### config.mk
export PLATFORM = sky130hd
export DESIGN_NAME = pic_top
export DESIGN_NICKNAME = d
export VERILOG_FILES = /design/src/pic_top.v /design/src/pic_edge.v /design/src/pic_arb.v
export VERILOG_INCLUDE_DIRS = /design/src /design/src/src
export SDC_FILE = /design/constraint.sdc
export NUM_CORES = 1
export LEC_CHECK = 0
export ABC_AREA = 0
export BUFFER_PORTS_ARGS = -buffer_cell sky130_fd_sc_hd__buf_2
export CORE_MARGIN = 1.5
export CORE_UTILIZATION = 61
export DETAILED_ROUTE_END_ITERATION = 12
export GPL_TIMING_DRIVEN = 0
export PLACE_DENSITY = 0.95
export SYNTH_ARGS = -nofsm -noshare
export SYNTH_HDL_FRONTEND = slang
export SYNTH_SLANG_ARGS = --single-unit
### constraint.sdc
create_clock -name CLK -period 6.9 [get_ports CLK]
set_clock_uncertainty 0.1 [all_clocks]
set_input_delay 2.07 -clock CLK [delete_from_list [all_inputs] [get_ports CLK]]
set_output_delay 2.07 -clock CLK [all_outputs]
set_load 0.05 [all_outputs]
### src/pic_defines.vh
// Summary of operation
// - Three levels; level 3 beats 2 beats 1.
// - Equal level: Timer 1, Timer 0, converter, ports.
// - Reset, watchdog, oscillator and illegal traps always top.
// - Trap vectors 0002H,0004H,003AH,003CH,0006H in order.
// - Port A edges select rising/falling, vectors 0018H-0026H.
// - Vector 001AH from pin A6 or comparator.
// - Port C pins 3-0 both edges, vectors 0030H-0036H.
// - Disable, acknowledge, zero write, reset, traps except watchdog clear enable.
// - Acknowledge clears that source's request bit.
// - Writing zero to a request bit clears it.
`ifndef PIC_DEFINES_VH
`define PIC_DEFINES_VH

`define PIC_NSRC 15
`define PIC_NTRAP 5

`define PIC_OFF_PEND 8'h00
`define PIC_OFF_LEVEL 8'h04
`define PIC_OFF_CTRL 8'h08
`define PIC_OFF_EDGE 8'h0c
`define PIC_OFF_VEC 8'h10
`define PIC_OFF_EVT 8'h14
`define PIC_OFF_EVTMASK 8'h18

`define PIC_CTRL_ME_BIT 0
`define PIC_EDGE_CMP_BIT 8
`define PIC_VEC_VALID_BIT 16
`define PIC_VEC_TRAP_LSB 24

`define PIC_EVT_ACK_BIT 0
`define PIC_EVT_TRAP_BIT 1
`define PIC_EVT_LOST_BIT 2

`define PIC_SRC_T1 4'h0
`define PIC_SRC_T0 4'h1
`define PIC_SRC_ADC 4'h2
`define PIC_SRC_PA7 4'h3
`define PIC_SRC_PC3 4'hb

`define PIC_VEC_RESET 16'h0002
`define PIC_VEC_WDT 16'h0004
`define PIC_VEC_POSC 16'h003a
`define PIC_VEC_WOSC 16'h003c
`define PIC_VEC_ILL 16'h0006
`define PIC_VEC_T1 16'h000a
`define PIC_VEC_T0 16'h000c
`define PIC_VEC_ADC 16'h0016
`define PIC_VEC_PA7 16'h0018
`define PIC_VEC_PC3 16'h0030

`define PIC_RESP_OKAY 2'b00
`define PIC_RESP_SLVERR 2'b10

`define PIC_RST_LEVEL 30'h00000000
`define PIC_RST_EDGE 9'h000
`define PIC_RST_TRAP 5'h01

`endif

### src/pic_top.v
// Decided for this implementation: the AXI4-Lite interface to the registers and the register offsets.
`timescale 1ns/10ps
`default_nettype none
`include "pic_defines.vh"
module pic_top (
    input wire CLK,
    input wire RST_B,
    input wire [7:0] S_AXI_AWADDR,
    input wire S_AXI_AWVALID,
    output wire S_AXI_AWREADY,
    input wire [31:0] S_AXI_WDATA,
    input wire [3:0] S_AXI_WSTRB,
    input wire S_AXI_WVALID,
    output wire S_AXI_WREADY,
    output wire [1:0] S_AXI_BRESP,
    output wire S_AXI_BVALID,
    input wire S_AXI_BREADY,
    input wire [7:0] S_AXI_ARADDR,
    input wire S_AXI_ARVALID,
    output wire S_AXI_ARREADY,
    output wire [31:0] S_AXI_RDATA,
    output wire [1:0] S_AXI_RRESP,
    output wire S_AXI_RVALID,
    input wire S_AXI_RREADY,
    input wire TMR1_REQ,
    input wire TMR0_REQ,
    input wire ADC_REQ,
    input wire [7:0] PA_IN,
    input wire CMP_OUT,
    input wire [3:0] PC_IN,
    input wire WDT_REQ,
    input wire WDT_IRQ_EN,
    input wire POSC_FAIL,
    input wire WOSC_FAIL,
    input wire ILL_INSTR,
    input wire CORE_ACK,
    input wire CORE_DISABLE_IRQ,
    input wire CORE_TRAP_INSTR,
    output wire VEC_VALID,
    output wire [15:0] VEC_ADDR,
    output wire VEC_IS_TRAP,
    output wire IRQ
);
    reg master_irq_enable_r;
    reg [`PIC_NSRC-1:0] pend_r;
    reg [2*`PIC_NSRC-1:0] level_r;
    reg [8:0] edge_r;
    reg [`PIC_NTRAP-1:0] trap_r;
    reg vec_valid_r;
    reg [15:0] vec_addr_r;
    reg vec_trap_r;
    reg [3:0] vec_idx_r;
    reg [2:0] evt_r;
    reg [2:0] evt_mask_r;
    reg irq_r;
    reg aw_hold_r;
    reg [7:0] aw_addr_r;
    reg w_hold_r;
    reg [31:0] w_data_r;
    reg [3:0] w_strb_r;
    reg bvalid_r;
    reg [1:0] bresp_r;
    reg rvalid_r;
    reg [31:0] rdata_r;
    reg [1:0] rresp_r;

    reg master_irq_enable_nxt;
    reg [`PIC_NSRC-1:0] pend_nxt;
    reg [`PIC_NTRAP-1:0] trap_nxt;
    reg [2:0] evt_nxt;
    reg [2:0] evt_mask_nxt;
    reg [31:0] rd_mux;
    reg rd_hit;

    wire [7:0] pa_edge;
    wire [3:0] pc_edge;
    wire [`PIC_NSRC-1:0] src_pulse;
    wire arb_valid;
    wire [3:0] arb_idx;
    wire do_wr;
    wire [31:0] wmask;
    wire wr_pend;
    wire wr_level;
    wire wr_ctrl;
    wire wr_edge;
    wire wr_evt;
    wire wr_evtmask;
    wire wr_hit;
    wire ack;
    wire trap_evt;
    wire [`PIC_NTRAP-1:0] trap_set;
    wire [`PIC_NSRC-1:0] arb_req;
    wire load_trap;
    wire load_src;
    wire lost;

    function [31:0] lane_mask;
        input [3:0] strb;
        begin
            lane_mask = {{8{strb[3]}}, {8{strb[2]}}, {8{strb[1]}}, {8{strb[0]}}};
        end
    endfunction

    function [15:0] src_vec;
        input [3:0] idx;
        begin
            case (idx)
                `PIC_SRC_T1: src_vec = `PIC_VEC_T1;
                `PIC_SRC_T0: src_vec = `PIC_VEC_T0;
                `PIC_SRC_ADC: src_vec = `PIC_VEC_ADC;
                default:
                begin
                    if (idx < `PIC_SRC_PC3)
                        src_vec = `PIC_VEC_PA7 + {11'h000, idx - `PIC_SRC_PA7, 1'b0};
                    else
                        src_vec = `PIC_VEC_PC3 + {11'h000, idx - `PIC_SRC_PC3, 1'b0};
                end
            endcase
        end
    endfunction

    function [15:0] trap_vec;
        input [2:0] idx;
        begin
            case (idx)
                3'h0: trap_vec = `PIC_VEC_RESET;
                3'h1: trap_vec = `PIC_VEC_WDT;
                3'h2: trap_vec = `PIC_VEC_POSC;
                3'h3: trap_vec = `PIC_VEC_WOSC;
                default: trap_vec = `PIC_VEC_ILL;
            endcase
        end
    endfunction

    function [2:0] trap_first;
        input [`PIC_NTRAP-1:0] t;
        integer k;
        begin
            trap_first = 3'h0;
            for (k = `PIC_NTRAP - 1; k >= 0; k = k - 1)
            begin
                if (t[k])
                    trap_first = k[2:0];
            end
        end
    endfunction

    pic_edge #(
        .W(8)
    ) u_pa_edge (
        .clk(CLK),
        .rst_b(RST_B),
        .din(PA_IN),
        .rise_en(~edge_r[7:0]),
        .fall_en(edge_r[7:0]),
        .pulse(pa_edge)
    );

    pic_edge #(
        .W(4)
    ) u_pc_edge (
        .clk(CLK),
        .rst_b(RST_B),
        .din(PC_IN),
        .rise_en(4'hf),
        .fall_en(4'hf),
        .pulse(pc_edge)
    );

    assign src_pulse = {pc_edge[0], pc_edge[1], pc_edge[2], pc_edge[3],
        pa_edge[0], pa_edge[1], pa_edge[2], pa_edge[3], pa_edge[4], pa_edge[5],
        (edge_r[`PIC_EDGE_CMP_BIT] ? CMP_OUT : pa_edge[6]), pa_edge[7],
        ADC_REQ, TMR0_REQ, TMR1_REQ};

    assign arb_req = pend_r & ~(~level_r[29:15] & ~level_r[14:0]);

    // Level is kept as a high half and a low half; the arbiter wants pairs.
    function [29:0] level_pairs;
        input [29:0] lv;
        integer j;
        begin
            level_pairs = 30'h00000000;
            for (j = 0; j < `PIC_NSRC; j = j + 1)
            begin
                level_pairs[2*j] = lv[j];
                level_pairs[2*j+1] = lv[15+j];
            end
        end
    endfunction

    pic_arb u_arb (
        .req(arb_req),
        .level(level_pairs(level_r)),
        .valid(arb_valid),
        .idx(arb_idx)
    );

    assign do_wr = aw_hold_r & w_hold_r & ~bvalid_r;
    assign wmask = lane_mask(w_strb_r);
    assign wr_pend = do_wr && (aw_addr_r == `PIC_OFF_PEND);
    assign wr_level = do_wr && (aw_addr_r == `PIC_OFF_LEVEL);
    assign wr_ctrl = do_wr && (aw_addr_r == `PIC_OFF_CTRL);
    assign wr_edge = do_wr && (aw_addr_r == `PIC_OFF_EDGE);
    assign wr_evt = do_wr && (aw_addr_r == `PIC_OFF_EVT);
    assign wr_evtmask = do_wr && (aw_addr_r == `PIC_OFF_EVTMASK);
    assign wr_hit = wr_pend | wr_level | wr_ctrl | wr_edge | wr_evt | wr_evtmask
        | (aw_addr_r == `PIC_OFF_VEC);

    assign ack = CORE_ACK & vec_valid_r;

    assign trap_set = {ILL_INSTR, WOSC_FAIL, POSC_FAIL, WDT_REQ & WDT_IRQ_EN, 1'b0};
    assign trap_evt = POSC_FAIL | WOSC_FAIL | ILL_INSTR;
    assign lost = |(src_pulse & pend_r);

    assign load_trap = ~vec_valid_r & (|trap_r);
    assign load_src = ~vec_valid_r & ~(|trap_r) & master_irq_enable_r & arb_valid;

    always @*
    begin
        pend_nxt = pend_r;
        if (wr_pend)
            pend_nxt = pend_nxt & ~(wmask[`PIC_NSRC-1:0] & ~w_data_r[`PIC_NSRC-1:0]);
        if (ack && !vec_trap_r)
            pend_nxt[vec_idx_r] = 1'b0;
        pend_nxt = pend_nxt | src_pulse;

        trap_nxt = trap_r;
        if (ack && vec_trap_r)
            trap_nxt[vec_idx_r[2:0]] = 1'b0;
        trap_nxt = trap_nxt | trap_set;

        master_irq_enable_nxt = master_irq_enable_r;
        if (wr_ctrl && w_strb_r[0])
            master_irq_enable_nxt = w_data_r[`PIC_CTRL_ME_BIT];
        if (CORE_DISABLE_IRQ || CORE_TRAP_INSTR || ack || trap_evt)
            master_irq_enable_nxt = 1'b0;

        evt_nxt = evt_r;
        if (wr_evt && w_strb_r[0])
            evt_nxt = evt_nxt & ~w_data_r[2:0];
        evt_nxt = evt_nxt | {lost, trap_evt, ack};

        evt_mask_nxt = evt_mask_r;
        if (wr_evtmask && w_strb_r[0])
            evt_mask_nxt = w_data_r[2:0];
    end

    always @*
    begin
        rd_hit = 1'b1;
        rd_mux = 32'h00000000;
        case (S_AXI_ARADDR)
            `PIC_OFF_PEND: rd_mux[`PIC_NSRC-1:0] = pend_r;
            `PIC_OFF_LEVEL: rd_mux[29:0] = level_r;
            `PIC_OFF_CTRL: rd_mux[`PIC_CTRL_ME_BIT] = master_irq_enable_r;
            `PIC_OFF_EDGE: rd_mux[8:0] = edge_r;
            `PIC_OFF_VEC: rd_mux = {3'h0, trap_r, 7'h00, vec_valid_r, vec_addr_r};
            `PIC_OFF_EVT: rd_mux[2:0] = evt_r;
            `PIC_OFF_EVTMASK: rd_mux[2:0] = evt_mask_r;
            default: rd_hit = 1'b0;
        endcase
    end

    always @(posedge CLK or negedge RST_B)
    begin
        if (!RST_B)
        begin
            master_irq_enable_r <= 1'b0;
            pend_r <= 15'h0000;
            level_r <= `PIC_RST_LEVEL;
            edge_r <= `PIC_RST_EDGE;
            trap_r <= `PIC_RST_TRAP;
            evt_r <= 3'h0;
            evt_mask_r <= 3'h0;
            irq_r <= 1'b0;
        end
        else
        begin
            master_irq_enable_r <= master_irq_enable_nxt;
            pend_r <= pend_nxt;
            trap_r <= trap_nxt;
            evt_r <= evt_nxt;
            evt_mask_r <= evt_mask_nxt;
            irq_r <= |(evt_nxt & evt_mask_nxt);
            if (wr_level)
                level_r <= (level_r & ~wmask[29:0]) | (w_data_r[29:0] & wmask[29:0]);
            if (wr_edge)
                edge_r <= (edge_r & ~wmask[8:0]) | (w_data_r[8:0] & wmask[8:0]);
        end
    end

    always @(posedge CLK or negedge RST_B)
    begin
        if (!RST_B)
        begin
            vec_valid_r <= 1'b0;
            vec_addr_r <= 16'h0000;
            vec_trap_r <= 1'b0;
            vec_idx_r <= 4'h0;
        end
        else if (load_trap)
        begin
            vec_valid_r <= 1'b1;
            vec_trap_r <= 1'b1;
            vec_idx_r <= {1'b0, trap_first(trap_r)};
            vec_addr_r <= trap_vec(trap_first(trap_r));
        end
        else if (load_src)
        begin
            vec_valid_r <= 1'b1;
            vec_trap_r <= 1'b0;
            vec_idx_r <= arb_idx;
            vec_addr_r <= src_vec(arb_idx);
        end
        else if (ack)
            vec_valid_r <= 1'b0;
    end

    always @(posedge CLK or negedge RST_B)
    begin
        if (!RST_B)
        begin
            aw_hold_r <= 1'b0;
            aw_addr_r <= 8'h00;
            w_hold_r <= 1'b0;
            w_data_r <= 32'h00000000;
            w_strb_r <= 4'h0;
            bvalid_r <= 1'b0;
            bresp_r <= `PIC_RESP_OKAY;
            rvalid_r <= 1'b0;
            rdata_r <= 32'h00000000;
            rresp_r <= `PIC_RESP_OKAY;
        end
        else
        begin
            if (S_AXI_AWVALID && S_AXI_AWREADY)
            begin
                aw_hold_r <= 1'b1;
                aw_addr_r <= {S_AXI_AWADDR[7:2], 2'b00};
            end
            if (S_AXI_WVALID && S_AXI_WREADY)
            begin
                w_hold_r <= 1'b1;
                w_data_r <= S_AXI_WDATA;
                w_strb_r <= S_AXI_WSTRB;
            end
            if (do_wr)
            begin
                aw_hold_r <= 1'b0;
                w_hold_r <= 1'b0;
                bvalid_r <= 1'b1;
                bresp_r <= wr_hit ? `PIC_RESP_OKAY : `PIC_RESP_SLVERR;
            end
            else if (bvalid_r && S_AXI_BREADY)
                bvalid_r <= 1'b0;
            if (S_AXI_ARVALID && !rvalid_r)
            begin
                rvalid_r <= 1'b1;
                rdata_r <= rd_mux;
                rresp_r <= rd_hit ? `PIC_RESP_OKAY : `PIC_RESP_SLVERR;
            end
            else if (rvalid_r && S_AXI_RREADY)
                rvalid_r <= 1'b0;
        end
    end

    assign S_AXI_AWREADY = ~aw_hold_r & ~bvalid_r;
    assign S_AXI_WREADY = ~w_hold_r & ~bvalid_r;
    assign S_AXI_BVALID = bvalid_r;
    assign S_AXI_BRESP = bresp_r;
    assign S_AXI_ARREADY = ~rvalid_r;
    assign S_AXI_RVALID = rvalid_r;
    assign S_AXI_RDATA = rdata_r;
    assign S_AXI_RRESP = rresp_r;

    assign VEC_VALID = vec_valid_r;
    assign VEC_ADDR = vec_addr_r;
    assign VEC_IS_TRAP = vec_trap_r;
    assign IRQ = irq_r;
endmodule
`default_nettype wire

### src/pic_edge.v
`timescale 1ns/10ps
`default_nettype none
module pic_edge #(
    parameter W = 8
) (
    input wire clk,
    input wire rst_b,
    input wire [W-1:0] din,
    input wire [W-1:0] rise_en,
    input wire [W-1:0] fall_en,
    output wire [W-1:0] pulse
);
    reg [W-1:0] prev_r;
    reg armed_r;

    // The first cycle after reset only samples, so a pin high at reset is no edge.
    always @(posedge clk or negedge rst_b)
    begin
        if (!rst_b)
        begin
            prev_r <= {W{1'b0}};
            armed_r <= 1'b0;
        end
        else
        begin
            prev_r <= din;
            armed_r <= 1'b1;
        end
    end

    assign pulse = {W{armed_r}} & ((din & ~prev_r & rise_en) | (~din & prev_r & fall_en));
endmodule
`default_nettype wire

### src/pic_arb.v
`timescale 1ns/10ps
`default_nettype none
`include "pic_defines.vh"
module pic_arb (
    input wire [`PIC_NSRC-1:0] req,
    input wire [2*`PIC_NSRC-1:0] level,
    output reg valid,
    output reg [3:0] idx
);
    integer l;
    integer i;

    // Later hits overwrite earlier ones: highest level, then lowest index.
    always @*
    begin
        valid = 1'b0;
        idx = 4'h0;
        for (l = 1; l <= 3; l = l + 1)
        begin
            for (i = `PIC_NSRC - 1; i >= 0; i = i - 1)
            begin
                if (req[i] && (level[2*i +: 2] == l[1:0]))
                begin
                    valid = 1'b1;
                    idx = i[3:0];
                end
            end
        end
    end
endmodule
`default_nettype wire

==> metrics.cfg, run 1 <==
[grt]
antenna_found_initial=0
grt_start_max_net_pins=97
grtUsageTotal_pct=35.05
grt_pass1_wl_um=38080
grt_pass1_vias=7017
overflow=0

[synth]
synth_common_cells=dfrtp_1 (167), nand2_1 (131), mux2_2 (81)
ys_types=71
synth_compound_gate_area_share_pct=13.56
synth_top_family_by_area=simple AND/OR/NAND/NOR gates
synth_mux_area_share_pct=11.87
yosysMostFrequentCell=dfrtp_1
avgSynthCellArea_um2=10.28
synth.ff_latch_count=168
yosys.area_share.simple_pct=19.92
ys.flop_type=dfrtp_1
ys_seq_area_share_pct=50.19
synthArstFlopShare_pct=100.0
synth.top_cell.area_share_pct=49.87
synth_warnings=0
synth_edf_count=0
synth.area.top_cells=dfrtp_1 (50%), mux2_2 (11%), nand2_1 (5.9%), o21ai_0 (3.5%), nand3_1 (2.3%)
syn_area_um2=8379
syn_inst=815
synth_fa_ha_area_share_pct=0.7466
synth_xor_area_share_pct=0.6271
synth_top_area_cell=dfrtp_1

[pwr]
swShare_pct=42.30
power_switching_mw=2.021
ir_drop_mv=0.3022
p_leak_nw=4.591
p_int_mw=2.757
seqPwrFrac_pct=33.1
power_mw=4.778
combinationalPowerShare_pct=47.3
powerDensity_nw_per_um2=483.6
pwr-share-clk_pct=19.6

[floorplan]
die_w_um=120.2
die_h_um=120.2
core_area_um2=13350
row_count=42
dieArea_um2=14450
initial_core_util_pct=62.78
ioPinCount=143

[critical_path]
r2r_start=pend_r[1]
crit_path_max_incr_delay_ps=1080
worst_setup_path_end_kind=flop
startpoint=S_AXI_ARADDR[1]
arrival_ps=4330
critical_path_class=input pin to flop
crit_buf_inv=1
startpoint_type=input pin
worst-path-stages=6
worst-path-max-fanout=8
rr_worst_depth=11
cp_cell_sequence=buf_2 -> nor3_1 -> nand2_1 -> nor4_1 -> a22oi_1 -> o21ai_0
critPathSlowestCell=nor4_1
critical-path-top-delay-family=simple AND/OR/NAND/NOR gates
worstPathRequired_ps=7150

[detailed_routing]
drt-total-wl_um=23890
drt_pass1_iterations=6
vias=7281
wl_per_cell_um=20.61
post-route-drc-count=0
drt_iter0_markers=713
ant_nets=0
vias_per_cell=6.282

[hold_path]
min_from=S_AXI_RDATA[14]
worstHoldPathCells=2
hold_class=flop to flop

[sta]
relSlewSlack_pct=7.885
drv_slew=0
finalSetupTns_ps=0
fmax_ghz=0.2446
timing.hold.ws_ps=375.3
hold_viol=0
rsz0062_at_grt=false
period_share_pct=59.24
layout_min_cycle_time_ps=4088
worstMarginPinSlew_ps=1369
setup_viol=0

[cts]
path_clk_slew_ps=60
cts_max_level=4
numCtsBuffers=17
tritoncts=yes
cts_root_buf=clkbuf_16
clock_sinks=168
cts_setup_buffers=0
cts_hold_buffers=0
clk_latency_ps=440
cts_resized=0
clk_path_buf_depth=2

[finish]
fin_nets=1058
regArea_um2=4205
fin_util_pct=74.03
multiInputGateArea_um2=3971
area_delta_synth_final_pct=17.92
fillers=956
antenna_cells=0
drive_above_1_share_pct=27.77

[placement]
dp.final_hpwl_um=17820
port_buffers=122
routabilityCongestion=0.9760

[outcome]
status=finished, final reports clean

[job]
drv_cap=0

[path summary, 6_finish.rpt]
kind / slack (ps) / end
setup / recovery: 2810 / S_AXI_RDATA[13]
hold / removal: 380 / S_AXI_RDATA[14]
setup reg to reg: 3320 / VEC_ADDR[3]
hold reg to reg: 380 / S_AXI_RDATA[14]
max in group asynchronous: 4340 / trap_r[0]
min in group asynchronous: 1490 / w_data_r[0]
[cell type report]
type / count / share of cell area (%)
multi-input combinational: 611 / 40.19
buffer: 39 / 2.165
clock buffer: 17 / 4.305
tap: 176 / 2.229
timing repair buffer: 123 / 6.559
clock inverter: 15 / 1.608
inverter: 10 / 0.3799
sequential: 168 / 42.56
[placed cells by master, fill, tap and decap left out, types with 6 or more instances in the layout]
cell type  instances
dfrtp_1          167
nand2_1          131
buf_2            121
mux2_2            81
o21ai_0           59
nor2_1            40
nand3_1           38
clkbuf_1          22
nand3b_1          20
a22oi_1           20
a21oi_1           18
clkbuf_16         17
and3b_1           15
o221ai_1          15
conb_1            15
nand4_1           14
buf_4             14
nor3_1            12
nand2b_1          12
inv_1             10
nor2b_1            7
a31oi_1            7
nor4_1             6
and3_1             6
mux2i_1            6
[metal layers]
layer,vias to the layer above,GRT usage [%],routed length (µm)
li1,3259,-,-
met1,3471,47.01,9673
met3,87,8.774,2342
met5,-,0,0
met2,464,53.46,10710
met4,0,17.56,1161
[cells by family (layout without fill, tap and decap cells)]
kind of cell,after synthesis,after routing
xor+xnor,6,6
compound gates,167,167
mux,88,88
simple gates,330,330
fa+ha+maj,5,5
flops,168,168
other cells,2,15
buf+inv,49,204
[stage by stage]
step                      instances  area (µm²)  setup WS [ps]
after floorplan                 828        8428           3049
after global placement         1126        9259           1260
after detailed placement       1127        9296           2478
after CTS                      1159        9881           2918
after global routing           1159        9881           2640
final                          1159        9881           2812
[power by group through the flow]
stage          registers [mW]  logic (mW)  clock network [mW]
2_1_floorplan            1.50        1.69                   0
3_3_place_gp             1.55        2.15                   0
3_5_place_dp             1.57        2.21                   0
4_1_cts                  1.56        2.23               0.939
5_1_grt                  1.60        2.46               0.986
6_report                 1.58        2.26               0.937
[worst reg2reg max path, cell delays in order, from the launching register on]
cell	delay [ps]
dfrtp_1	530
and3b_1	270
or2_2	310
nor4_1	330
o211ai_1	160
o21ai_0	320
and2_1	270
inv_1	90
ha_1	220
or2_2	310
a211o_1	260
a221o_1	290
Note: power is estimated with default switching activity, not from simulation.
==> run 2: changes to the inputs <==
- ABC_AREA: 0 -> 1
- CORE_UTILIZATION: 61 -> 56
- PLACE_DENSITY: 0.95 -> 0.89
- clock period: 6.9 -> 3.96 ns (I/O delays scaled with it)
==> run 2 against run 1 <==
- the run now ends with setup timing left
- sequential power grew 61%
- die area is 7.3% higher
- final area rose by 1.5%
- synthesized cell count rose by 26%
- wire length grew 4.9%
- sequential share of layout area shrank 0.53 points
- critical path type is now flop to flop
- critical path depth rose by 47
- cell count grew 21%
- highest routed layer unchanged
- non-clock buffer count up 12
==> metrics.cfg, run 2 <==
[outcome]
status=finished with violations  ; was finished, final reports clean
violations=setup timing

[detailed_routing]
vias_per_cell=5.782  ; was 6.282
post-route-drc-count=0  ; unchanged
drt_iter0_markers=956  ; was 713
vias=8077  ; was 7281
wl_per_cell_um=17.94  ; was 20.61 µm
drt-total-wl_um=25060  ; was 23890 µm
ant_nets=0  ; unchanged
drt_pass1_iterations=6  ; unchanged

[grt]
grtUsageTotal_pct=32.92  ; was 35.05%
use_met3_pct=6.830  ; was 8.774%
grt_pass1_wl_um=39630  ; was 38080 µm
antenna_found_initial=0  ; unchanged
overflow=0  ; unchanged
met1_usage_pct=44.53  ; was 47.01%
grt_use_met2_pct=51.87  ; was 53.46%
grt_start_max_net_pins=87  ; was 97
grt_pass1_vias=7635  ; was 7017
globalRoute.busiestLayer=met2  ; unchanged

[synth]
syn_inst=1027  ; was 815
synth.top_cell.area_share_pct=50.55  ; was 49.87%
ys.flop_type=dfrtp_1  ; unchanged
yosysMostFrequentCell=nand2_1  ; was dfrtp_1
avgSynthCellArea_um2=8.049  ; was 10.28 µm²
synth.ff_latch_count=168  ; unchanged
ys_seq_area_share_pct=50.87  ; was 50.19%
synth_common_cells=nand2_1 (200), dfrtp_1 (167), inv_1 (140)  ; was dfrtp_1 (167), nand2_1 (131), mux2_2 (81)
synthArstFlopShare_pct=100.0  ; unchanged
syn_area_um2=8267  ; was 8379 µm²
synth_top_area_cell=dfrtp_1  ; unchanged
synth_edf_count=0  ; unchanged
ys_types=38  ; was 71
synth.area.top_cells=dfrtp_1 (51%), nand2_1 (9.1%), inv_1 (6.4%), nor2_1 (5.3%), a21oi_1 (5.2%)  ; was dfrtp_1 (50%), mux2_2 (11%), nand2_1 (5.9%), o21ai_0 (3.5%), nand3_1 (2.3%)
synth_warnings=0  ; unchanged

[job]
drv_cap=0  ; unchanged

[floorplan]
row_count=44  ; was 42
die_h_um=124.5  ; was 120.2 µm
die_w_um=124.5  ; was 120.2 µm
ioPinCount=143  ; unchanged
initial_core_util_pct=57.09  ; was 62.78%
dieArea_um2=15500  ; was 14450 µm²
core_area_um2=14480  ; was 13350 µm²

[finish]
fillers=1133  ; was 956
final_cell_mix=nand2_1 (190), dfrtp_1 (159), inv_1 (137), buf_2 (123), nor2_1 (116)  ; was dfrtp_1 (167), nand2_1 (131), buf_2 (121), mux2_2 (81), o21ai_0 (59)
drive_above_1_share_pct=20.12  ; was 27.77%
fin_util_pct=69.26  ; was 74.03%
layout_commonest_cell=nand2_1  ; was dfrtp_1
multiInputGateArea_um2=3492  ; was 3971 µm²
fin_nets=1288  ; was 1058
area_delta_synth_final_pct=21.31  ; was 17.92%
antenna_cells=0  ; unchanged
regArea_um2=4215  ; was 4205 µm²

[critical_path]
worstPathRequired_ps=4240  ; was 7150 ps
cp_common_cell=nand2_1
critPathSlowestCell=dfrtp_2  ; was nor4_1
arrival_ps=4540  ; was 4330 ps
startpoint_type=flop  ; was input pin
critical_path_class=flop to flop  ; was input pin to flop
crit_path_max_incr_delay_ps=440  ; was 1080 ps
r2r_slack_ps=-300  ; was 3320 ps
worst-path-max-fanout=2  ; was 8
worst_setup_path_end_kind=flop  ; unchanged

[cts]
tritoncts=yes  ; unchanged
cts_hold_buffers=0  ; unchanged
clk_path_buf_depth=2  ; unchanged
cts_max_level=4  ; unchanged
clk_latency_ps=430  ; was 440 ps
clock_sinks=168  ; unchanged
numCtsBuffers=17  ; unchanged
cts_root_buf=clkbuf_16  ; unchanged
path_clk_slew_ps=70  ; was 60 ps

[sta]
relSlewSlack_pct=44.30  ; was 7.885%
rsz0062_at_grt=true  ; was false
worstMarginPinSlew_ps=827.8  ; was 1369 ps
worst_slack_ps=-301.8  ; was 2812 ps
fmax_ghz=0.2346
setup_viol=4  ; was 0
finalSetupTns_ps=-530.2  ; was 0 ps
drv_slew=0  ; unchanged
layout_min_cycle_time_ps=4262
timing.hold.ws_ps=378.1  ; was 375.3 ps
hold_viol=0  ; unchanged
period_share_pct=107.6

[pwr]
powerDensity_nw_per_um2=861.8  ; was 483.6 nW/µm²
p_leak_nw=5.117  ; was 4.591 nW
ir_drop_mv=0.7124  ; was 0.3022 mV

[placement]
dp.final_hpwl_um=18870  ; was 17820 µm
routabilityCongestion=1.009  ; was 0.9760
port_buffers=124  ; was 122

[hold_path]
hold_class=flop to flop  ; unchanged

==> run 2: logic make-up after synthesis <==
| group | synth area share, % |
|---|---|
| other | 0.09085 |
| adder cells (fa/ha/maj) | 0.7568 |
| AO/OA/AOI/OAI | 14.65 |
| XOR/XNOR | 0.5297 |
| multiplexers | 2.437 |
| buffers and inverters | 8.763 |
| flip-flops | 50.87 |
| AND/OR/NAND/NOR | 21.90 |
==> run 2: through the flow <==
| step | power, mW | cell area [µm²] | cells | setup slack, ps |
|---|---|---|---|---|
| floorplan | 5.078 | 8315 | 1040 | 67.55 |
| global placement | 5.897 | 9166 | 1348 | -839.0 |
| detailed placement | 6.044 | 9204 | 1349 | -599.4 |
| CTS | 8.270 | 9957 | 1394 | -232.3 |
| global route | 9.202 | 10030 | 1397 | -701.1 |
| finish | 8.643 | 10030 | 1397 | -301.8 |
==> run 2: worst max-delay path, delay by kind of cell, from the launching register on <==
kind | cells | cell delay, ps
AND/OR/NAND/NOR | 48 | 3140
adder cells (fa/ha/maj) | 2 | 370
buffers and inverters | 3 | 170
flip-flops | 1 | 440
==> run 2: worst paths after layout <==
check | start | to | depth (start not counted)
min in group asynchronous | RST_B | w_data_r[26] | 1
min reg2reg | S_AXI_RDATA[29] | S_AXI_RDATA[29] | 2
max reg2reg | flop | VEC_ADDR[4] | 53
min | S_AXI_RDATA[29] | S_AXI_RDATA[29] | 2
max | flop | VEC_ADDR[4] | 53
max in group asynchronous | RST_B | S_AXI_RDATA[8] | 2
==> run 2: power breakdown <==
group,internal (mW),switching (mW),leakage (nW),total (mW)
clock network,0.952,0.690,0.290,1.64
logic,1.68,2.77,2.82,4.45
registers,2.15,0.401,2.00,2.55
==> run 2: layer usage <==
layer | vias to the layer above | part of all wire [%]
met5 | - | 0
met4 | 0 | 3.8
met3 | 81 | 9.4
met2 | 445 | 46
met1 | 3843 | 40
li1 | 3708 | -
==> run 2: timing repair <==
item	CTS	global route
gates resized for setup	24	14
pin swaps	18	10
buffers inserted	14	3
endpoints found under the setup margin	5	6
==> run 2: area by class of cell <==
class                   count  share of cell area [%]
plain buffers              33                   1.759
clock buffers              23                   4.966
clock inverters             9                  0.8734
inverters                 146                   5.490
multi-input cells         693                   34.82
flip-flops and latches    168                   42.03
well taps                 184                   2.296
repair buffers            141                   7.760
==> run 3: changes to the inputs <==
- CTS_CLUSTER_DIAMETER: not set -> 80
- SKIP_CTS_REPAIR_TIMING: not set -> 1
==> run 3 against run 2 <==
- global-route usage down 0.79 points
- wire length down 1.1%
- sequential share of layout area up 0.091 points
- core utilization down 0.19 points
- first-iteration DRC count down 8.9%
- combinational power down 1%
- sequential power about the same
- the run still ends with setup timing left
- cell count down 0.29%
- critical endpoint unchanged
- power down 0.28%
- die area unchanged
- largest power group unchanged
- critical path depth unchanged
- via count down 0.89%
==> metrics.cfg, run 3 (synthesized netlist as in run 2, its figures left out) <==
[outcome]
status=finished with violations  ; unchanged
violations=setup timing  ; unchanged

[critical_path]
critical_path_class=flop to flop  ; unchanged
arrival_ps=4600  ; was 4540 ps
r2r_end=VEC_ADDR[4]  ; unchanged
r2r_slack_ps=-350  ; was -300 ps
worst_setup_path_end_kind=flop  ; unchanged
startpoint_type=flop  ; unchanged
worst-path-max-fanout=5  ; was 2
crit_path_max_incr_delay_ps=460  ; was 440 ps
cp_common_cell=nand2_1  ; unchanged
critPathSlowestCell=dfrtp_2  ; unchanged
rr_worst_depth=53  ; unchanged
worstPathRequired_ps=4240  ; about the same

[sta]
worst_slack_ps=-352.0  ; was -301.8 ps
relSlewSlack_pct=44.98  ; was 44.30%
worstMarginPinSlew_ps=817.8  ; was 827.8 ps
drv_slew=0  ; unchanged
fmax_ghz=0.2319  ; was 0.2346 GHz
timing.hold.ws_ps=376.0  ; was 378.1 ps
hold_viol=0  ; unchanged
period_share_pct=108.9  ; was 107.6%
layout_min_cycle_time_ps=4312  ; was 4262 ps
rsz0062_at_grt=true  ; unchanged
setup_viol=4  ; unchanged
finalSetupTns_ps=-537.2  ; was -530.2 ps

[pwr]
p_leak_nw=5.103  ; was 5.117 nW
pwr-share-clk_pct=19.1  ; was 19.0%
ir_drop_mv=0.6687  ; was 0.7124 mV
powerDensity_nw_per_um2=861.8  ; about the same
power_switching_mw=3.871  ; was 3.860 mW
p_int_mw=4.747  ; was 4.782 mW
power_mw=8.619  ; was 8.643 mW
swShare_pct=44.92  ; was 44.67%
seqPwrFrac_pct=29.8  ; was 29.5%
combinationalPowerShare_pct=51.1  ; was 51.5%

[finish]
final_cell_mix=nand2_1 (191), dfrtp_1 (161), inv_1 (137), buf_2 (123), nor2_1 (116)  ; was nand2_1 (190), dfrtp_1 (159), inv_1 (137), buf_2 (123), nor2_1 (116)
final_area_um2=10000  ; was 10030 µm²
antenna_cells=0  ; unchanged
layout_commonest_cell=nand2_1  ; unchanged
final_cell_count_no_fill=1393  ; was 1397
drive_above_1_share_pct=19.60  ; was 20.12%
fin_nets=1284  ; was 1288
fin_util_pct=69.07  ; was 69.26%
area_delta_synth_final_pct=20.98  ; was 21.31%

[placement]
pre_cts_slack_ps=-599.4  ; unchanged
port_buffers=124  ; unchanged
dp.final_hpwl_um=18870  ; unchanged
dp_cells=1349  ; unchanged
placed_cell_area_um2=9204  ; unchanged
routabilityCongestion=1.009  ; unchanged

[floorplan]
core_area_um2=14480  ; unchanged
die_h_um=124.5  ; unchanged
row_count=44  ; unchanged
ioPinCount=143  ; unchanged
die_w_um=124.5  ; unchanged
initial_core_util_pct=57.09  ; unchanged
dieArea_um2=15500  ; unchanged

[hold_path]
whs_endpoint=S_AXI_RDATA[15]  ; was S_AXI_RDATA[29]
worstHoldPathCells=2  ; unchanged
min_from=S_AXI_RDATA[15]  ; was S_AXI_RDATA[29]
hold_class=flop to flop  ; unchanged

[detailed_routing]
drt_pass1_iterations=5  ; was 6
ant_nets=0  ; unchanged
vias_per_cell=5.747  ; was 5.782
drt_iter0_markers=871  ; was 956
post-route-drc-count=0  ; unchanged
wl_per_cell_um=17.80  ; was 17.94 µm
vias=8005  ; was 8077
drt-total-wl_um=24790  ; was 25060 µm

[grt]
overflow=0  ; unchanged
grt_start_max_net_pins=87  ; unchanged
grt_pass1_wl_um=38750  ; was 39630 µm
antenna_found_initial=0  ; unchanged
grt_pass1_vias=7502  ; was 7635
grtUsageTotal_pct=32.13  ; was 32.92%

[cts]
clk_latency_ps=440  ; was 430 ps
cts_max_level=4  ; unchanged
numCtsBuffers=17  ; unchanged
clk_path_buf_depth=2  ; unchanged
path_clk_slew_ps=70  ; about the same
tritoncts=yes  ; unchanged
clock_sinks=168  ; unchanged
cts_root_buf=clkbuf_16  ; unchanged

[job]
drv_cap=0  ; unchanged

run 3: power by group through the flow:
| stage | clock network (mW) | registers (mW) | logic, mW |
|---|---|---|---|
| 6_report | 1.65 | 2.56 | 4.40 |
| 5_1_grt | 1.72 | 2.60 | 4.86 |
| 4_1_cts | 1.65 | 2.53 | 3.56 |
| 3_5_place_dp | 0 | 2.56 | 3.49 |
| 3_3_place_gp | 0 | 2.54 | 3.36 |
| 2_1_floorplan | 0 | 2.66 | 2.41 |
run 3: layer usage:
| layer | GRT usage (%) | share of wire [%] |
|---|---|---|
| met1 | 43.78 | 41 |
| met2 | 50.45 | 47 |
| met3 | 6.271 | 8.5 |
| met4 | 13.93 | 3.6 |
| met5 | 0 | 0 |
run 3: worst max-delay path by stage:
stage / cells past startpoint / to / slack [ps]
CTS: 53 / VEC_ADDR[4] / -690
detailed placement: 53 / VEC_ADDR[4] / -600
global route: 53 / VEC_ADDR[4] / -760
finish: 53 / VEC_ADDR[4] / -350
floorplan: 53 / VEC_ADDR[4] / 70
global placement: 1 / VEC_ADDR[4] / -840
run 3: cell type report:
| type | instances | area [µm²] |
|---|---|---|
| inverter | 146 | 553.0 |
| fill | 1129 | 4478 |
| clock buffer | 23 | 498.0 |
| clock inverter | 9 | 87.58 |
| timing repair buffer | 137 | 748.2 |
| sequential | 168 | 4213 |
| buffer | 33 | 176.4 |
| multi-input combinational | 693 | 3495 |
| tap | 184 | 230.2 |
run 3: worst max-delay path: cells and delay by family (launching register included):
kind / cells / cell delay (ps)
DFF: 1 / 460
and+or+nand+nor: 48 / 3130
adders and majority gates: 2 / 370
buffers and inverters: 3 / 160
